<file path="config.mk">
export PLATFORM = sky130hd
export DESIGN_NAME = zrw_ctrl
export DESIGN_NICKNAME = d
export VERILOG_FILES = /design/src/hdl/zrw_pkg.sv /design/src/hdl/zrw_ctrl.sv
export SDC_FILE = /design/constraint.sdc
export NUM_CORES = 1
export LEC_CHECK = 0
export BUFFER_PORTS_ARGS = -buffer_cell sky130_fd_sc_hd__buf_4
export CORE_MARGIN = 2
export CORE_UTILIZATION = 55
export CTS_BUF_LIST = sky130_fd_sc_hd__clkbuf_8
export DETAILED_ROUTE_END_ITERATION = 10
export GPL_TIMING_DRIVEN = 0
export HOLD_SLACK_MARGIN = 0.08
export PLACE_DENSITY_LB_ADDON = 0.15
export SETUP_SLACK_MARGIN = 0.1
export SYNTH_ARGS = -nofsm -noshare
export SYNTH_HDL_FRONTEND = slang
export SYNTH_SLANG_ARGS = --single-unit
</file>
<file path="constraint.sdc">
create_clock -name clk -period 3.7 [get_ports clk]
set_input_delay 0.74 -clock clk [delete_from_list [all_inputs] [get_ports clk]]
set_output_delay 0.74 -clock clk [all_outputs]
set_load 0.02 [all_outputs]
</file>
<file path="src/hdl/zrw_pkg.sv">
// zone read timing package: register layout, reset values, phase codes
// assumes a single 20 MHz clock domain serving as the interface timing clock
package zrw_pkg;
    // timing register word layout
    localparam int ZRW_DOUBLE_BIT     = 22;
    localparam int ZRW_RDY_ASYNC_BIT  = 15;
    localparam int ZRW_RDY_USE_BIT    = 14;
    localparam int ZRW_LEAD_HI        = 13;
    localparam int ZRW_LEAD_LO        = 12;
    localparam int ZRW_ACT_HI         = 11;
    localparam int ZRW_ACT_LO         = 9;
    localparam int ZRW_TRAIL_HI       = 8;
    localparam int ZRW_TRAIL_LO       = 7;

    // register offsets (word index on the plain port)
    localparam logic [3:0] ZRW_ADDR_TIMING = 4'h0;
    localparam logic [3:0] ZRW_ADDR_STATUS = 4'h1;
    localparam logic [3:0] ZRW_ADDR_CMD    = 4'h2;

    // reset value: doubling on, async ready, ready used, all counts at max
    localparam logic [31:0] ZRW_TIMING_RESET = 32'h0040_FF80;
    localparam logic [31:0] ZRW_TIMING_MASK  = 32'h0040_FF80;

    localparam logic [1:0] ZRW_LEAD_INVALID = 2'h0;
    localparam logic [4:0] ZRW_ONE          = 5'h01;
    localparam logic [4:0] ZRW_ZERO         = 5'h00;

    typedef enum logic [2:0] {
        ZRW_IDLE  = 3'b000,
        ZRW_LEAD  = 3'b001,
        ZRW_ACT   = 3'b010,
        ZRW_WAIT  = 3'b011,
        ZRW_TRAIL = 3'b100
    } zrw_phase_e;

    // decoded per-zone timing setup
    typedef struct packed {
        logic       dbl;
        logic       rdy_async;
        logic       rdy_use;
        logic [1:0] lead;
        logic [2:0] act;
        logic [1:0] trail;
    } zrw_cfg_s;
endpackage

</file>
<file path="src/hdl/zrw_ctrl.sv">
// zone read wait-state sequencer with its timing register and plain port
// assumes clk is the timing clock; ext_ready_in is an asynchronous pin
//
// Implementation choices: the strobed register port and the placing of the registers.
`timescale 1ns/100ps
`default_nettype none

// Notes on behaviour
// - ready-sampling select 1 means ready input asynchronous; that is reset value.
// - ready-use bit 0 makes reads ignore the ready input entirely.
// - ready-use 1 lets low ready stretch active phase beyond programmed minimum.
// - lead field bits 13:12 sets lead cycles, doubled by doubling bit.
// - lead 00 invalid; 01,10,11 give 1,2,3 cycles, doubled 2,4,6.
// - active field bits 11:9 adds waits to one base cycle, waits doubled.
// - active code n adds n cycles times the scaling factor.
// - doubling bit 22 scales lead, active, trail waits by two; set after reset.
// - sampling select has no effect while ready-use bit is 0.
module zrw_ctrl
    import zrw_pkg::*;
(
    input  wire logic        clk,
    input  wire logic        rst_n,
    input  wire logic [3:0]  reg_addr,
    input  wire logic [31:0] reg_wdata,
    input  wire logic        reg_wr,
    input  wire logic        reg_rd,
    output logic [31:0]      reg_rdata,
    input  wire logic        ext_ready_in,
    output logic             rd_strobe_n,
    output logic             cs_n,
    output logic             busy
);
    zrw_phase_e  phase_reg, phase_next;
    logic [4:0]  cnt_reg, cnt_next;
    logic [31:0] timing_reg, timing_next;
    logic [31:0] rdata_reg, rdata_next;
    logic        start_reg, start_next;
    logic        err_reg, err_next;
    logic        rdy_m_reg, rdy_s_reg, rdy_d_reg;
    logic        rd_n_reg, rd_n_next, cs_n_reg, cs_n_next;
    zrw_cfg_s    cfg;
    logic        ready_ok;
    logic        busy_reg, busy_next;
    logic [4:0]  trail_len, done_cnt;
    zrw_phase_e  done_phase;
    logic        done_cs_n;

    // scale a wait count by the doubling factor
    function automatic logic [4:0] zrw_scale(input logic [2:0] n, input logic dbl);
        zrw_scale = dbl ? {1'b0, n, 1'b0} : {2'b00, n};
    endfunction

    assign cfg = '{dbl:       timing_reg[ZRW_DOUBLE_BIT],
                   rdy_async: timing_reg[ZRW_RDY_ASYNC_BIT],
                   rdy_use:   timing_reg[ZRW_RDY_USE_BIT],
                   lead:      timing_reg[ZRW_LEAD_HI:ZRW_LEAD_LO],
                   act:       timing_reg[ZRW_ACT_HI:ZRW_ACT_LO],
                   trail:     timing_reg[ZRW_TRAIL_HI:ZRW_TRAIL_LO]};

    // ready pin synchroniser plus one extra stage for async mode
    always_ff @(posedge clk or negedge rst_n) begin
        if (!rst_n) begin
            rdy_m_reg <= 1'b1;
            rdy_s_reg <= 1'b1;
            rdy_d_reg <= 1'b1;
        end else begin
            rdy_m_reg <= ext_ready_in;
            rdy_s_reg <= rdy_m_reg;
            rdy_d_reg <= rdy_s_reg;
        end
    end

    // async mode qualifies ready over two samples to reject a glitch
    // limitation: the pin is seen two or three clocks late, so a memory
    // must drop ready that early before the last programmed active cycle
    always_comb begin
        if (!cfg.rdy_use) begin
            ready_ok = 1'b1;
        end else if (cfg.rdy_async) begin
            ready_ok = rdy_s_reg & rdy_d_reg;
        end else begin
            ready_ok = rdy_s_reg;
        end
    end

    // target once the active phase is released; a zero trail skips straight
    // to idle so that code 00 really costs no cycle of select
    always_comb begin
        trail_len = zrw_scale({1'b0, cfg.trail}, cfg.dbl);
        if (trail_len == ZRW_ZERO) begin
            done_phase = ZRW_IDLE;
            done_cnt   = ZRW_ZERO;
            done_cs_n  = 1'b1;
        end else begin
            done_phase = ZRW_TRAIL;
            done_cnt   = trail_len - ZRW_ONE;
            done_cs_n  = 1'b0;
        end
    end

    // register port: timing word, status, start command
    always_comb begin
        timing_next = timing_reg;
        start_next  = 1'b0;
        rdata_next  = 32'h0000_0000;
        err_next    = err_reg;
        if (reg_wr) begin
            unique case (reg_addr)
                ZRW_ADDR_TIMING: timing_next = reg_wdata & ZRW_TIMING_MASK;
                ZRW_ADDR_CMD:    start_next  = reg_wdata[0];
                default:         timing_next = timing_reg;
            endcase
        end
        if (reg_rd) begin
            unique case (reg_addr)
                ZRW_ADDR_TIMING: rdata_next = timing_reg;
                ZRW_ADDR_STATUS: rdata_next = {27'h0, err_reg, rdy_s_reg,
                                               phase_reg};
                default:         rdata_next = 32'h0000_0000;
            endcase
            if (reg_addr == ZRW_ADDR_STATUS) begin
                err_next = 1'b0;
            end
        end
        // a fresh invalid-lead event beats the read clear
        if (phase_reg == ZRW_IDLE && start_reg && cfg.lead == ZRW_LEAD_INVALID) begin
            err_next = 1'b1;
        end
    end

    // read sequencer: lead, active, ready wait, trail
    always_comb begin
        phase_next = phase_reg;
        cnt_next   = cnt_reg;
        rd_n_next  = 1'b1;
        cs_n_next  = 1'b1;
        unique case (phase_reg)
            ZRW_IDLE: begin
                if (start_reg && cfg.lead != ZRW_LEAD_INVALID) begin
                    phase_next = ZRW_LEAD;
                    cnt_next   = zrw_scale({1'b0, cfg.lead}, cfg.dbl) - ZRW_ONE;
                    cs_n_next  = 1'b0;
                end
            end
            ZRW_LEAD: begin
                cs_n_next = 1'b0;
                if (cnt_reg == ZRW_ZERO) begin
                    phase_next = ZRW_ACT;
                    cnt_next   = zrw_scale(cfg.act, cfg.dbl);
                    rd_n_next  = 1'b0;
                end else begin
                    cnt_next = cnt_reg - ZRW_ONE;
                end
            end
            ZRW_ACT: begin
                cs_n_next = 1'b0;
                rd_n_next = 1'b0;
                // ready is judged in the last programmed cycle, so an idle
                // memory costs no extra cycle beyond one plus the waits
                if (cnt_reg != ZRW_ZERO) begin
                    cnt_next = cnt_reg - ZRW_ONE;
                end else if (ready_ok) begin
                    phase_next = done_phase;
                    cnt_next   = done_cnt;
                    cs_n_next  = done_cs_n;
                    rd_n_next  = 1'b1;
                end else begin
                    phase_next = ZRW_WAIT;
                end
            end
            ZRW_WAIT: begin
                cs_n_next = 1'b0;
                rd_n_next = 1'b0;
                if (ready_ok) begin
                    phase_next = done_phase;
                    cnt_next   = done_cnt;
                    cs_n_next  = done_cs_n;
                    rd_n_next  = 1'b1;
                end
            end
            ZRW_TRAIL: begin
                if (cnt_reg == ZRW_ZERO) begin
                    phase_next = ZRW_IDLE;
                end else begin
                    cnt_next  = cnt_reg - ZRW_ONE;
                    cs_n_next = 1'b0;
                end
            end
            default: phase_next = ZRW_IDLE;
        endcase
        // busy is registered so the pin has no decode glitch
        busy_next = (phase_next != ZRW_IDLE);
    end

    // state registers
    always_ff @(posedge clk or negedge rst_n) begin
        if (!rst_n) begin
            timing_reg <= ZRW_TIMING_RESET;
            rdata_reg  <= 32'h0000_0000;
            start_reg  <= 1'b0;
            err_reg    <= 1'b0;
            phase_reg  <= ZRW_IDLE;
            cnt_reg    <= 5'h00;
            rd_n_reg   <= 1'b1;
            cs_n_reg   <= 1'b1;
            busy_reg   <= 1'b0;
        end else begin
            timing_reg <= timing_next;
            rdata_reg  <= rdata_next;
            start_reg  <= start_next;
            err_reg    <= err_next;
            phase_reg  <= phase_next;
            cnt_reg    <= cnt_next;
            rd_n_reg   <= rd_n_next;
            cs_n_reg   <= cs_n_next;
            busy_reg   <= busy_next;
        end
    end

    assign reg_rdata   = rdata_reg;
    assign rd_strobe_n = rd_n_reg;
    assign cs_n        = cs_n_reg;
    assign busy        = busy_reg;
endmodule

`default_nettype wire

</file>
==> flow_summary.ini <==
[worst_setup_path]
crit_type = flop to flop
cp.required_ns = 3.94
rrSetupSlack_ns = 0.99
crit_slowest_cell = nor4b_1
cp-start-kind = flop
crit_fanout = 6
crit_chain = inv_1 -> ha_1 -> nor4b_1 -> o21ai_0 -> nor2_1 -> o2bb2ai_1 -> a22o_1
worstReg2RegStart = cnt_reg[0]$_DFFE_PN0P_
reg2regPathDepth = 7
r2r-end = cnt_reg[0]$_DFFE_PN0P_
cp-end-kind = flop
critical-path-top-delay-family = simple AND/OR/NAND/NOR gates
crit_buf_inv = 1
cp_data_arrival_time_ns = 2.95
crit_path_max_incr_delay_ns = 0.91

[global_route]
grt_pass1_vias = 1660
grt_overflow = 0
grt_first_pass_wirelength_um = 7762
antenna_found_initial = 0
grt_max_degree = 42
track_usage_pct = 23.65

[sta]
tightest_slew_ns = 1.116
period_needed_ns = 2.708
setup_viol = 0
max_slew_margin_pct = 24.55
period_share_pct = 73.19
fmax_mhz = 369.3
finalHoldViolations = 0
finalMaxSlewViolations = 0
tns_ns = 0
rsz0062_at_grt = false
skew_ns = 0.009066

[yosys]
synthCells = 207
yosysWarnings = 0
ys_types = 47
synthArstFlopShare_pct = 100.0
synthFlopType = dfrtp_1
synth.cell_area_mm2 = 0.002133
yosysSeqAreaShare_pct = 48.97
yosys.area.top_type = dfrtp_1
synth-seq-cells = 41
synth_edf_count = 0
synthTopCellsByArea = dfrtp_1 30%, dfstp_2 18%, buf_4 6.0%
syn_area_per_cell_um2 = 10.31
netlist.area_leader.share_pct = 30.50

[flow_run]
cap_viol_max_count = 0

[floorplanning]
start_util_pct = 57.84
die_area_mm2 = 0.004393
die_w_um = 66.28
die_y_um = 66.28
io_pins = 76
fp-row-count = 22
coreArea_mm2 = 0.003689

[clocking]
worstSkewPairLatency_ns = 0.30
cts.htree.levels = 2
clkTransAtPathRegs_ns = 0.08
postCtsSetupRepairBufs = 0
cts-root-buf = clkbuf_8
cts_hold_buffers = 0
clkSinkCount = 41
postCtsResizedCells = 0
clockBufferDepth = 2
cts-buffers-inserted = 5
cts_tree = built

[placement]
hpwl_um = 3251
port_buffers = 37
gp_congestion = 0.8504

[route]
wirelength_um = 4449
vias_per_cell = 5.215
ant_nets = 0
avgRoutedWirePerCell_um = 14.08
drc = 0
drt_iter0_drc = 144
drt_pre_antenna_iters = 4
vias = 1648

[worst_hold_path]
worstHoldPathCells = 0
hold_start = rdy_m_reg$_DFF_PN1_
hold_class = flop to flop
min_to = rdy_s_reg$_DFF_PN1_

[layout]
largest_reg_flops = 15
drive_gt1_share_pct = 33.58
nFillCells = 300
final_common_cell = buf_4
multi_input_area_um2 = 947.2
syn_to_final_growth_pct = 23.69
nNetsFinal = 312
seq_area_mm2 = 0.001045
layout_common_cells = 54 x buf_4, 26 x dfrtp_1, 18 x nand2_1
diodes = 0

[pwr]
power-per-cell-area_mw_per_mm2 = 598.7
power.total_w = 0.001580
vdd_ir_drop_max_uv = 390.1
cellLeakagePower_nw = 1.315

[run_status]
status = finished clean
through the flow:
step                cell area [um2]  setup WS [ns]  utilization (%)  instances  hold WS [ns]
finish                         2639         0.9920            71.54        316        0.3680
global route                   2639         0.7464            71.54        316        0.3698
detailed placement             2531          1.131            68.62        308        0.3576
floorplan                      2193          1.642                -        223        0.3452
CTS                            2639          1.101            71.54        316        0.3688
global placement               2531          1.056            68.62        308        0.3452
worst register-to-register path: cells and delay by family, from the launching register on:
kind / cells / cell delay, ns
compound gates: 3 / 0.68
fa+ha+maj: 1 / 0.23
buf+inv: 1 / 0.14
flops: 1 / 0.43
simple gates: 2 / 1.17
cell families after synthesis:
| family | share of synthesized area [%] |
|---|---|
| XOR/XNOR | 2.053 |
| flip-flops | 48.97 |
| multiplexers | 8.563 |
| other | 0.1758 |
| AO/OA/AOI/OAI | 13.08 |
| buffers and inverters | 9.443 |
| adder cells (fa/ha/maj) | 2.346 |
| AND/OR/NAND/NOR | 15.37 |
layout make-up:
cell class / count / area share (%)
sequential: 41 / 39.59
clock buffer: 5 / 2.608
inverter: 10 / 1.422
buffer: 26 / 6.211
timing repair buffer: 37 / 10.53
tap: 48 / 2.276
multi-input combinational: 146 / 35.89
clock inverter: 3 / 1.470
worst max-delay path by stage:
stage,startpoint,endpoint,slack [ns],cells past startpoint
after floorplan,cnt_reg[0]$_DFFE_PN0P_,cnt_reg[0]$_DFFE_PN0P_,1.64,8
after global placement,cnt_reg[0]$_DFFE_PN0P_,cnt_reg[0]$_DFFE_PN0P_,1.06,7
after detailed placement,cnt_reg[0]$_DFFE_PN0P_,cnt_reg[0]$_DFFE_PN0P_,1.13,7
after CTS,cnt_reg[0]$_DFFE_PN0P_,cnt_reg[0]$_DFFE_PN0P_,1.10,7
after global routing,cnt_reg[0]$_DFFE_PN0P_,cnt_reg[0]$_DFFE_PN0P_,0.75,7
final,cnt_reg[0]$_DFFE_PN0P_,cnt_reg[0]$_DFFE_PN0P_,0.99,7
report_power, final:
part	internal, W	switching, W	total, W
Sequential	0.000551	0.0000715	0.000622
Combinational	0.000266	0.000340	0.000606
Clock	0.000197	0.000154	0.000352
Total	0.00101	0.000565	0.00158
cell usage after synthesis, types with 2 or more instances:
master and number:
a21oi_1 5, o311ai_0 2, a22o_1 2, nor2b_1 4, nor2_1 11, inv_1 10, buf_4 17, nand2_1 18
clkbuf_1 6, xor2_1 2, dfstp_2 15, a211oi_1 2, mux2_2 10, nor3_1 4, o21ai_0 11, a21o_1 2
xnor2_1 3, nand3b_1 2, ha_1 4, dfrtp_1 26, nor4b_1 2, o221ai_1 2, and2_1 15, buf_2 2
mux2i_1 7, o21bai_1 2
per-layer routing:
layer	part of all wire, %	wire length, um	up-vias	track usage [%]
met5	0	0	-	0
met4	2.4	105	0	9.694
met3	6.6	293	14	5.622
met2	49	2179	62	38.38
met1	42	1871	776	30.22
li1	-	-	796	-
(Power assumes the default switching activity.)
